==> src/shared/utrx_defs.vh <==
// Register map, field positions and reset values of the serial transceiver.
`ifndef UTRX_DEFS_VH
`define UTRX_DEFS_VH

`define UTRX_ADDR_STATUS   3'h0
`define UTRX_ADDR_CTRL1    3'h1
`define UTRX_ADDR_CTRL2    3'h2
`define UTRX_ADDR_BAUD     3'h3
`define UTRX_ADDR_DATA     3'h4

// Status register bits.
`define UTRX_ST_PARITY     0
`define UTRX_ST_NOISE      1
`define UTRX_ST_FRAMING    2
`define UTRX_ST_OVERRUN    3
`define UTRX_ST_RX_IDLE    4
`define UTRX_ST_RX_AVAIL   5
`define UTRX_ST_TX_IDLE    6
`define UTRX_ST_TX_EMPTY   7

// Control register 1 bits.
`define UTRX_C1_WORD9      0
`define UTRX_C1_PAR_EN     1
`define UTRX_C1_PAR_ODD    2
`define UTRX_C1_STOP2      3
`define UTRX_C1_BREAK      4
`define UTRX_C1_TX_NINTH   5
`define UTRX_C1_RX_NINTH   6

// Control register 2 bits.
`define UTRX_C2_TX_EN      0
`define UTRX_C2_RX_EN      1
`define UTRX_C2_BAUD_HS    2
`define UTRX_C2_TXE_IE     3
`define UTRX_C2_RX_IE      4

`define UTRX_CTRL1_RST     6'h00
`define UTRX_CTRL2_RST     5'h00
`define UTRX_BAUD_RST      8'h00

// Oversampling and frame timing, in oversample ticks and bits; UTRX_LS_PRE is the low-speed prescale, in clocks.
`define UTRX_OVS_LAST      4'hF
`define UTRX_OVS_S1        4'h7
`define UTRX_OVS_S2        4'h8
`define UTRX_OVS_VOTE      4'h9
`define UTRX_BRK_BITS      4'hD
`define UTRX_LS_PRE        2'h3

`endif

==> src/hw/utrx_core.v <==
// Serial transceiver datapath: transmitter, 16x oversampled receiver and register port.
`include "utrx_defs.vh"

module utrx_core
(
    input  wire       clk_in,     // 125 MHz clock
    input  wire       reset_in,   // synchronous reset, active high
    input  wire [2:0] addr_in,    // register address
    input  wire [7:0] wdata_in,   // write data
    input  wire       wr_in,      // write strobe
    input  wire       rd_in,      // read strobe
    output reg  [7:0] rdata_out,  // read data, cycle after read strobe
    input  wire       rx_pin_in,  // serial receive line
    output reg        tx_pin_out, // serial transmit line
    output reg        irq_out     // interrupt request, active high
);
    localparam T_IDLE  = 3'h0;
    localparam T_START = 3'h1;
    localparam T_DATA  = 3'h2;
    localparam T_STOP  = 3'h3;
    localparam T_BREAK = 3'h4;
    localparam R_IDLE  = 2'h0;
    localparam R_START = 2'h1;
    localparam R_DATA  = 2'h2;
    localparam R_STOP  = 2'h3;

    // Parity bit for a word of 8 or 9 bits whose top bit is the parity slot.
    function par_bit;
        input [8:0] w;
        input       nine;
        input       odd;
        begin
            par_bit = (nine ? ^w[7:0] : ^w[6:0]) ^ odd;
        end
    endfunction

    function maj3;
        input a;
        input b;
        input c;
        begin
            maj3 = (a & b) | (a & c) | (b & c);
        end
    endfunction

    reg [5:0] ctrl1_r;
    reg [4:0] ctrl2_r;
    reg [7:0] baud_div_r;
    reg       status_seen_r;
    wire      word_length_sel     = ctrl1_r[`UTRX_C1_WORD9];
    wire      parity_enable       = ctrl1_r[`UTRX_C1_PAR_EN];
    wire      parity_type_sel     = ctrl1_r[`UTRX_C1_PAR_ODD];
    wire      stop_bits_sel       = ctrl1_r[`UTRX_C1_STOP2];
    wire      send_break          = ctrl1_r[`UTRX_C1_BREAK];
    wire      tx_ninth_bit        = ctrl1_r[`UTRX_C1_TX_NINTH];
    wire      transmitter_enable  = ctrl2_r[`UTRX_C2_TX_EN];
    wire      receiver_enable     = ctrl2_r[`UTRX_C2_RX_EN];
    wire      baud_high_speed_sel = ctrl2_r[`UTRX_C2_BAUD_HS];
    wire      tx_empty_irq_enable = ctrl2_r[`UTRX_C2_TXE_IE];
    wire      rx_irq_enable       = ctrl2_r[`UTRX_C2_RX_IE];
    wire      wr_data = wr_in && (addr_in == `UTRX_ADDR_DATA);
    wire      rd_data = rd_in && (addr_in == `UTRX_ADDR_DATA);

    // Baud generator: one tick per oversample period.
    reg [9:0] bcnt_r;
    reg       tick_r;
    wire [9:0] blimit = baud_high_speed_sel ? {2'h0, baud_div_r} : {baud_div_r, `UTRX_LS_PRE};
    always @(posedge clk_in)
    begin
        if (reset_in || bcnt_r == blimit)
            bcnt_r <= 10'h000;
        else
            bcnt_r <= bcnt_r + 10'h001;
        tick_r <= !reset_in && (bcnt_r == blimit);
    end

    // Break arming: send_break must stay high longer than divisor+1 cycles.
    reg [8:0] brk_cnt_r;
    reg       brk_armed_r;
    always @(posedge clk_in)
    begin
        if (reset_in || !send_break)
        begin
            brk_cnt_r   <= 9'h000;
            brk_armed_r <= 1'b0;
        end
        else if (brk_cnt_r > {1'b0, baud_div_r})
            brk_armed_r <= 1'b1;
        else
            brk_cnt_r <= brk_cnt_r + 9'h001;
    end

    // Transmitter.
    reg [2:0] tx_st_r;
    reg [8:0] tx_sh_r;
    reg [8:0] tx_buf_r;
    reg       tx_buf_full_r;
    reg [3:0] tx_ph_r;
    reg [3:0] tx_bit_r;
    reg       tx_empty_r;
    reg       tx_idle_r;
    reg [8:0] tx_word;
    always @*
    begin
        tx_word = {tx_ninth_bit, wdata_in};
        if (!word_length_sel)
            tx_word[8] = 1'b0;
        if (parity_enable && word_length_sel)
            tx_word[8] = par_bit(tx_word, 1'b1, parity_type_sel);
        else if (parity_enable)
            tx_word[7] = par_bit(tx_word, 1'b0, parity_type_sel);
    end
    wire tx_bit_end = tick_r && (tx_ph_r == `UTRX_OVS_LAST);
    wire tx_accept  = wr_data && tx_empty_r;
    wire [3:0] tx_nbits = word_length_sel ? 4'h8 : 4'h7;

    always @(posedge clk_in)
    begin
        if (reset_in || !transmitter_enable)
        begin
            tx_st_r       <= T_IDLE;
            tx_sh_r       <= 9'h000;
            tx_buf_r      <= 9'h000;
            tx_buf_full_r <= 1'b0;
            tx_ph_r       <= 4'h0;
            tx_bit_r      <= 4'h0;
            tx_empty_r    <= 1'b1;
            tx_idle_r     <= 1'b1;
            tx_pin_out    <= 1'b1;
        end
        else
        begin
            if (tx_accept && status_seen_r)
                tx_idle_r <= 1'b0;
            if (tx_st_r != T_IDLE && tick_r)
                tx_ph_r <= tx_ph_r + 4'h1;
            case (tx_st_r)
                T_IDLE:
                begin
                    tx_pin_out <= 1'b1;
                    tx_ph_r    <= 4'h0;
                    tx_bit_r   <= 4'h0;
                    if (tx_accept)
                    begin
                        tx_sh_r   <= tx_word;
                        tx_st_r   <= T_START;
                        tx_idle_r <= 1'b0;
                    end
                    else if (tx_buf_full_r)
                    begin
                        // A write that landed in the last stop cycle is still parked here.
                        tx_sh_r       <= tx_buf_r;
                        tx_buf_full_r <= 1'b0;
                        tx_empty_r    <= 1'b1;
                        tx_st_r       <= T_START;
                    end
                    else if (brk_armed_r)
                        tx_st_r <= T_BREAK;
                end
                T_START:
                begin
                    tx_pin_out <= 1'b0;
                    if (tx_bit_end)
                        tx_st_r <= T_DATA;
                end
                T_DATA:
                begin
                    tx_pin_out <= tx_sh_r[0];
                    if (tx_bit_end)
                    begin
                        tx_sh_r <= {1'b0, tx_sh_r[8:1]};
                        if (tx_bit_r == tx_nbits)
                        begin
                            tx_bit_r <= 4'h0;
                            tx_st_r  <= T_STOP;
                        end
                        else
                            tx_bit_r <= tx_bit_r + 4'h1;
                    end
                end
                T_BREAK:
                begin
                    // Slot 0 is the start bit; slots 1 to 13 hold the zero run, which repeats from slot 1.
                    tx_pin_out <= 1'b0;
                    if (tx_bit_end)
                    begin
                        if (tx_bit_r == `UTRX_BRK_BITS)
                        begin
                            if (send_break)
                                tx_bit_r <= 4'h1;
                            else
                            begin
                                tx_bit_r <= 4'h0;
                                tx_st_r  <= T_STOP;
                            end
                        end
                        else
                            tx_bit_r <= tx_bit_r + 4'h1;
                    end
                end
                T_STOP:
                begin
                    tx_pin_out <= 1'b1;
                    if (tx_bit_end)
                    begin
                        if (tx_bit_r == {3'h0, stop_bits_sel})
                        begin
                            tx_bit_r  <= 4'h0;
                            tx_idle_r <= 1'b1;
                            if (tx_buf_full_r)
                            begin
                                tx_sh_r       <= tx_buf_r;
                                tx_buf_full_r <= 1'b0;
                                tx_empty_r    <= 1'b1;
                                tx_st_r       <= T_START;
                            end
                            else
                                tx_st_r <= T_IDLE;
                        end
                        else
                            tx_bit_r <= tx_bit_r + 4'h1;
                    end
                end
                default:
                    tx_st_r <= T_IDLE;
            endcase
            // A write while a frame is under way is parked in the buffer.
            if (tx_accept && tx_st_r != T_IDLE)
            begin
                tx_buf_r      <= tx_word;
                tx_buf_full_r <= 1'b1;
                tx_empty_r    <= 1'b0;
            end
        end
    end

    // Receiver: two-flop synchroniser, then three samples per bit.
    reg       rx_s1_r;
    reg       rx_s2_r;
    reg [1:0] rx_samp_r;
    reg [1:0] rx_st_r;
    reg [3:0] rx_ph_r;
    reg [3:0] rx_bit_r;
    reg [8:0] rx_sh_r;
    reg       rx_noise_acc_r;
    reg       rx_wait_high_r;
    reg       rx_idle_r;
    reg       rx_ev_r;
    reg [8:0] fifo_mem [0:1];
    reg       fifo_wp_r;
    reg       fifo_rp_r;
    reg [1:0] fifo_cnt_r;
    reg       parity_flag_r;
    reg       noise_flag_r;
    reg       framing_flag_r;
    reg       overrun_flag_r;
    wire      vote     = maj3(rx_samp_r[1], rx_samp_r[0], rx_s2_r);
    wire      noisy    = (rx_samp_r[1] != rx_samp_r[0]) || (rx_samp_r[0] != rx_s2_r);
    wire      at_vote  = tick_r && (rx_ph_r == `UTRX_OVS_VOTE);
    wire      ph_end   = tick_r && (rx_ph_r == `UTRX_OVS_LAST);
    wire [8:0] rx_word = word_length_sel ? rx_sh_r : {1'b0, rx_sh_r[8:1]};
    wire      rx_pop   = rd_data && (fifo_cnt_r != 2'h0);
    wire      err_clr  = rd_data && status_seen_r;
    wire      rx_done  = (rx_st_r == R_STOP) && at_vote;
    wire      rx_push  = rx_done && (fifo_cnt_r != 2'h2 || rx_pop);
    wire      rx_ovr   = rx_done && !rx_push;
    wire      rx_perr  = parity_enable && (par_bit(rx_word, word_length_sel, parity_type_sel)
                         != (word_length_sel ? rx_word[8] : rx_word[7]));

    always @(posedge clk_in)
    begin
        if (reset_in)
        begin
            rx_s1_r <= 1'b1;
            rx_s2_r <= 1'b1;
        end
        else
        begin
            rx_s1_r <= rx_pin_in;
            rx_s2_r <= rx_s1_r;
        end
    end

    always @(posedge clk_in)
    begin
        if (reset_in || !receiver_enable)
        begin
            rx_samp_r      <= 2'h3;
            rx_st_r        <= R_IDLE;
            rx_ph_r        <= 4'h0;
            rx_bit_r       <= 4'h0;
            rx_sh_r        <= 9'h000;
            rx_noise_acc_r <= 1'b0;
            rx_wait_high_r <= 1'b1;
            rx_idle_r      <= 1'b1;
        end
        else
        begin
            if (tick_r && (rx_ph_r == `UTRX_OVS_S1 || rx_ph_r == `UTRX_OVS_S2))
                rx_samp_r <= {rx_samp_r[0], rx_s2_r};
            if (tick_r)
                rx_ph_r <= rx_ph_r + 4'h1;
            case (rx_st_r)
                R_IDLE:
                begin
                    rx_ph_r <= 4'h0;
                    if (rx_s2_r)
                        rx_wait_high_r <= 1'b0;
                    else if (!rx_wait_high_r)
                    begin
                        rx_st_r        <= R_START;
                        rx_idle_r      <= 1'b0;
                        rx_noise_acc_r <= 1'b0;
                        rx_bit_r       <= 4'h0;
                    end
                end
                R_START:
                begin
                    if (at_vote && vote)
                    begin
                        rx_st_r   <= R_IDLE;
                        rx_idle_r <= 1'b1;
                    end
                    else if (ph_end)
                        rx_st_r <= R_DATA;
                end
                R_DATA:
                begin
                    if (at_vote)
                    begin
                        rx_sh_r        <= {vote, rx_sh_r[8:1]};
                        rx_noise_acc_r <= rx_noise_acc_r | noisy;
                    end
                    if (ph_end)
                    begin
                        if (rx_bit_r == tx_nbits)
                            rx_st_r <= R_STOP;
                        else
                            rx_bit_r <= rx_bit_r + 4'h1;
                    end
                end
                R_STOP:
                begin
                    // Only one stop bit is checked; the frame closes at its vote.
                    if (at_vote)
                    begin
                        rx_st_r        <= R_IDLE;
                        rx_idle_r      <= 1'b1;
                        rx_wait_high_r <= !vote;
                    end
                end
                default:
                    rx_st_r <= R_IDLE;
            endcase
        end
    end

    // Receive buffer and error flags; a new event wins over a clearing read.
    always @(posedge clk_in)
    begin
        if (reset_in || !receiver_enable)
        begin
            fifo_wp_r      <= 1'b0;
            fifo_rp_r      <= 1'b0;
            fifo_cnt_r     <= 2'h0;
            parity_flag_r  <= 1'b0;
            noise_flag_r   <= 1'b0;
            framing_flag_r <= 1'b0;
            overrun_flag_r <= 1'b0;
            rx_ev_r        <= 1'b0;
        end
        else
        begin
            if (rx_push)
            begin
                fifo_mem[fifo_wp_r] <= rx_word;
                fifo_wp_r <= ~fifo_wp_r;
            end
            if (rx_pop)
                fifo_rp_r <= ~fifo_rp_r;
            fifo_cnt_r <= fifo_cnt_r + {1'b0, rx_push} - {1'b0, rx_pop};
            if (rx_done)
            begin
                framing_flag_r <= !vote || (framing_flag_r && !err_clr);
                noise_flag_r   <= rx_noise_acc_r || noisy || (noise_flag_r && !err_clr);
                parity_flag_r  <= rx_perr || (parity_flag_r && !err_clr);
            end
            else if (err_clr)
            begin
                framing_flag_r <= 1'b0;
                noise_flag_r   <= 1'b0;
                parity_flag_r  <= 1'b0;
            end
            if (rx_ovr)
                overrun_flag_r <= 1'b1;
            else if (err_clr)
                overrun_flag_r <= 1'b0;
            rx_ev_r <= rx_done;
        end
    end

    // Register port.
    wire [7:0] status = {tx_empty_r, tx_idle_r, (fifo_cnt_r != 2'h0), rx_idle_r,
                         overrun_flag_r, framing_flag_r, noise_flag_r, parity_flag_r};
    wire [8:0] rx_head = fifo_mem[fifo_rp_r];
    always @(posedge clk_in)
    begin
        if (reset_in)
        begin
            ctrl1_r       <= `UTRX_CTRL1_RST;
            ctrl2_r       <= `UTRX_CTRL2_RST;
            baud_div_r    <= `UTRX_BAUD_RST;
            status_seen_r <= 1'b0;
            rdata_out     <= 8'h00;
            irq_out       <= 1'b0;
        end
        else
        begin
            if (wr_in && addr_in == `UTRX_ADDR_CTRL1)
                ctrl1_r <= wdata_in[5:0];
            if (wr_in && addr_in == `UTRX_ADDR_CTRL2)
                ctrl2_r <= wdata_in[4:0];
            if (wr_in && addr_in == `UTRX_ADDR_BAUD)
                baud_div_r <= wdata_in;
            if (rd_in && addr_in == `UTRX_ADDR_STATUS)
                status_seen_r <= 1'b1;
            else if (rd_data || wr_data)
                status_seen_r <= 1'b0;
            rdata_out <= 8'h00;
            if (rd_in)
            begin
                case (addr_in)
                    `UTRX_ADDR_STATUS: rdata_out <= status;
                    `UTRX_ADDR_CTRL1:  rdata_out <= {1'b0, rx_head[8] && (fifo_cnt_r != 2'h0), ctrl1_r};
                    `UTRX_ADDR_CTRL2:  rdata_out <= {3'h0, ctrl2_r};
                    `UTRX_ADDR_BAUD:   rdata_out <= baud_div_r;
                    `UTRX_ADDR_DATA:   rdata_out <= (fifo_cnt_r != 2'h0) ? rx_head[7:0] : 8'h00;
                    default:           rdata_out <= 8'h00;
                endcase
            end
            irq_out <= (tx_empty_irq_enable && tx_empty_r && transmitter_enable && tx_st_r != T_BREAK)
                       || (rx_irq_enable && (rx_ev_r || overrun_flag_r));
        end
    end
endmodule

==> config.mk <==
export PLATFORM = sky130hd
export DESIGN_NAME = utrx_core
export DESIGN_NICKNAME = d
export VERILOG_FILES = /design/src/hw/utrx_core.v
export VERILOG_INCLUDE_DIRS = /design/src /design/src/shared
export SDC_FILE = /design/constraint.sdc
export NUM_CORES = 1
export LEC_CHECK = 0
export BUFFER_PORTS_ARGS = -buffer_cell sky130_fd_sc_hd__buf_2
export CORE_UTILIZATION = 50
export CTS_BUF_LIST = sky130_fd_sc_hd__clkbuf_2 sky130_fd_sc_hd__clkbuf_4 sky130_fd_sc_hd__clkbuf_8
export DETAILED_ROUTE_END_ITERATION = 8
export PLACE_DENSITY = 0.72
export SKIP_LAST_GASP = 1
export SYNTH_ARGS = -nofsm -noshare
export SYNTH_HDL_FRONTEND = slang
export SYNTH_SLANG_ARGS = --single-unit
==> constraint.sdc <==
create_clock -name clk_in -period 3.7 [get_ports clk_in]
set_input_delay 0.185 -clock clk_in [delete_from_list [all_inputs] [get_ports clk_in]]
set_output_delay 0.185 -clock clk_in [all_outputs]
set_load 0.05 [all_outputs]
==> impl_summary.txt <==
----------------------------------------------------
[Detailed routing]
  Via count of the routed design ... 5695
  Number of vias per cell after detailed routing ... 5.79
  Routed wire length per instance ... 15.9 µm
  Number of DRC markers after the initial detailed-route iteration ... roughly 500
  Detailed-router iteration count before antenna repair ... 5
  Sum of routed wire length over all layers ... approximately 16000 µm
  Post-detailed-route count of antenna-violating nets ... 0
  Drt drc ... 0

[Hold path]
  Hold path startpoint ... wdata_in[5]
  Worst hold path endpoint ... tx_buf_r[5]
  Type of the tightest min-delay check ... primary input to flop
  Hold path depth ... 3

[Cells and area]
  Ratio of cells with drive above 1 in the final layout ... 11.2%
  Final core utilization ... between 50 and 60%
  Ant diodes ... 0
  Area occupied by registers ... between 0.002 and 0.003 mm²
  Signed area change from the synthesized netlist to the final layout ... 9.31%
  Footprint of the multi-input gates ... 0.00382 mm²
  Filler cell count ... 1177
  Summed area of non-filler cells in the final layout ... 0.00767 mm²
  Net count, final ... 831

[Placement]
  Placement Cell Area ... 0.00721 mm²
  Weighted congestion reported at the end of routability-driven placement ... 0.832
  HPWL after detailed placement ... 11100 µm
  Buffers added on ports ... 25
  Worst slack, placed ... 1.26 ns

[Floorplanning]
  Ports ... 26
  Chip height ... 120 µm
  Die area ... ~0.015 mm²
  Placeable core region ... 0.0135 mm²
  Starting density of the core ... 52.2%
  Die width ... 120 µm
  Rows ... 42

[Clocking]
  Buffer cell driving the clock tree root ... sky130_fd_sc_hd__clkbuf_8
  Number of resized instances in the post-cts repair step ... 0
  H-tree levels ... 4
  Number of buffers inserted to repair setup after CTS ... 0
  Number of buffers created by CTS ... 17
  Clock Tree Buf Depth ... 2
  Clock insertion delay at the later pin of the skew report ... approximately 0.47 ns
  Num Clock Sinks ... 137
  Clock tree from TritonCTS ... built
  Number of buffers inserted for hold repair after clock tree synthesis ... 3
  Clock transition at the registers of the reported paths ... 0.08 ns

[Critical path]
  End of the worst register-to-register path ... fifo_cnt_r[1]
  WP data required ... 4.02 ns
  Startpoint of the lowest-slack register-to-register path ... tick_r
  Critical path endpoint category ... flop
  Worst reg-to-reg setup slack ... 1.24 ns
  Standard cell with the maximum stage delay on the critical path ... sky130_fd_sc_hd__dfxtp_1
  Peak per-stage delay on the critical path ... 0.64 ns
  Kind of cell adding the most delay to the critical path ... simple AND/OR/NAND/NOR gates
  Ordered list of cells on the worst path ... and4b_1, nand3_1, nor2_1, inv_1, ha_1, inv_1, ha_1, xnor2_1, xnor2_1, nor2_1
  Number of buffers and inverters on the critical path ... 2
  Critical setup path kind ... flop to flop
  Worst reg-to-reg path cell count ... 10
  Data arrival time of the worst path ... between 2 and 3 ns
  Nature of the critical path startpoint ... flop
  Highest fanout seen on the critical path ... 13

[STA]
  Unrepaired setup endpoints after global routing ... no
  Share of the clock period used by the worst path after layout ... roughly 67%
  TNS Setup ... 0 ns
  Fin Clk Skew ... between 0.01 and 0.015 ns
  Pins over their slew limit ... 0
  Tightest Pin Transition ... 1.14 ns
  Final Hold Viols ... 0
  Time the final worst path needs with I/O delays and setup ... roughly 2.5 ns
  Rel. slew slack ... 23.6%
  Worst Setup Slack, final ... roughly 1.2 ns
  Top achievable clock speed ... 406 MHz
  Setup violators final ... 0

[Synthesis]
  Xor and xnor area share after synthesis ... 5.81%
  Sequential share of the synthesized area ... 41.6%
  Proportion of netlist area held by the largest area contributor ... 33.9%
  Syn_nets ... 819
  Share of async-settable or async-resettable flops after synthesis ... 0%
  Post-synthesis area per instance ... approximately 9 µm²
  Cell area after technology mapping ... 0.00702 mm²
  Number of unique standard cell types used by synthesis ... 65
  Dominant combinational cell family by area after synthesis ... simple AND/OR/NAND/NOR gates
  Leading cell types by count after synthesis ... 119 x sky130_fd_sc_hd__dfxtp_1, 102 x sky130_fd_sc_hd__nor2_1, 89 x sky130_fd_sc_hd__nand2_1, 60 x sky130_fd_sc_hd__mux2i_1, 50 x sky130_fd_sc_hd__a21oi_1
  Yosys warns ... 0
  Commonest register cell after synthesis ... sky130_fd_sc_hd__dfxtp_1
  Synth area leaders ... sky130_fd_sc_hd__dfxtp_1 34%, sky130_fd_sc_hd__mux2i_1 8.6%, sky130_fd_sc_hd__edfxtp_1 7.7%
  Count of mapped cells out of synthesis ... 782
  Number of synthesized register bits ... 137
  Cell type with the largest total area after synthesis ... sky130_fd_sc_hd__dfxtp_1
  Adder-Cell Fraction of Synth Area ... 3.74%
  Simple-gate share of the synthesized area ... between 10% and 20%
  Complex-gate fraction of the synthesized area ... about an eighth
  Portion of netlist area occupied by mux cells ... between 10 and 15%
  Number of enable-type register cells in the synthesized netlist ... 18
  Most frequent cell after synthesis ... sky130_fd_sc_hd__dfxtp_1

[Global route]
  Number of global-route vias before repair ... 5342
  Maximum number of pins on one net before global-route repair ... 28
  Global Route Usage Sum ... 23.0%
  Number of antenna violations at the first check in global routing ... 0
  Wire length of the first global-routing pass ... 26200 µm
  Grt total ovfl ... 0

[Status]
  Status ... finished, final reports clean

[Power and ir drop]
  Total power per unit cell area ... roughly 390 mW/mm²
  Pwr Total ... 3.01 mW
  Worst voltage drop across the vdd grid ... roughly 240 µV
  Leakage power ... around 2.6 nW

[Flow run]
  Number of max-cap violations ... 0

----------------------------------------------------
-- how the worst max path moves through the flow --
stage / startpoint / endpoint / slack (ns) / cells after the start
2_1_floorplan: rx_ph_r[0] / fifo_mem[0][0] / 1.43 / 6
3_3_place_gp: tick_r / fifo_cnt_r[1] / 1.38 / 10
3_5_place_dp: tick_r / fifo_cnt_r[1] / 1.26 / 10
4_1_cts: tick_r / fifo_cnt_r[1] / 1.24 / 10
5_1_grt: tick_r / fifo_cnt_r[1] / 0.96 / 10
6_report: tick_r / fifo_cnt_r[1] / 1.24 / 10
-- power breakdown --
part           internal [mW]  leakage (nW)  switching, mW
combinational         0.0560          1.24         0.0854
clock                  0.735         0.210          0.608
sequential              1.51          1.17         0.0173
-- placed cells by master, fill, tap and decap left out, types with 9 or more instances in the layout --
cell / count
sky130_fd_sc_hd__dfxtp_1: 119
sky130_fd_sc_hd__nor2_1: 102
sky130_fd_sc_hd__nand2_1: 89
sky130_fd_sc_hd__mux2i_1: 60
sky130_fd_sc_hd__a21oi_1: 50
sky130_fd_sc_hd__xnor2_1: 29
sky130_fd_sc_hd__o21ai_0: 27
sky130_fd_sc_hd__inv_1: 26
sky130_fd_sc_hd__nand3_1: 26
sky130_fd_sc_hd__buf_2: 25
sky130_fd_sc_hd__ha_1: 21
sky130_fd_sc_hd__edfxtp_1: 18
sky130_fd_sc_hd__clkbuf_8: 17
sky130_fd_sc_hd__mux2_2: 15
sky130_fd_sc_hd__xor2_1: 15
sky130_fd_sc_hd__nor3_1: 15
sky130_fd_sc_hd__nand2b_1: 15
sky130_fd_sc_hd__o211ai_1: 12
sky130_fd_sc_hd__nor2b_1: 9
sky130_fd_sc_hd__nand4_1: 9
-- layer usage --
metal	GRT usage, %	wire, µm	vias to the layer above
met5	0	0	-
met4	9.49	294	0
met3	4.95	745	28
met2	38.1	7600	166
met1	29.0	7010	2724
li1	-	-	2777
-- tightest hold or removal path: stages --
cell                      delay, ns
sky130_fd_sc_hd__buf_2         0.15
sky130_fd_sc_hd__nand2_1       0.07
sky130_fd_sc_hd__a21oi_1       0.06
-- through the flow --
step | hold WS (ns) | std cells
2_1_floorplan | 0.289 | 782
3_3_place_gp | 0.369 | 948
3_5_place_dp | 0.371 | 948
4_1_cts | 0.0194 | 983
5_1_grt | 0.0211 | 983
6_report | 0.0421 | 983
-- state kept, by name, summed over array words and instances (netlist names), 2 cells and up, named ones only --
signal      cells
tx_sh_r         9
baud_div_r      8
tx_st_r         3
brk_cnt_r       9
tx_bit_r        4
ctrl2_r         5
ctrl1_r         6
tx_buf_r        9
fifo_mem       18
bcnt_r         10
fifo_cnt_r      2
rdata_out       8
rx_sh_r         9
rx_ph_r         4
rx_samp_r       2
rx_bit_r        4
tx_ph_r         4
-- cells by family after synthesis --
logic type,Yosys count
xor+xnor,45
simple gates,299
flops,137
buf+inv,64
compound gates,135
fa+ha+maj,21
mux,81
-- area by class of cell --
class / count / area share (%)
timing repair buffer: 30 / 2.22
clock buffer: 17 / 3.05
inverter: 27 / 1.32
tap: 176 / 2.87
clock inverter: 15 / 2.61
multi-input combinational: 581 / 49.8
sequential: 137 / 38.1
Power figures use the tool's default switching activity.
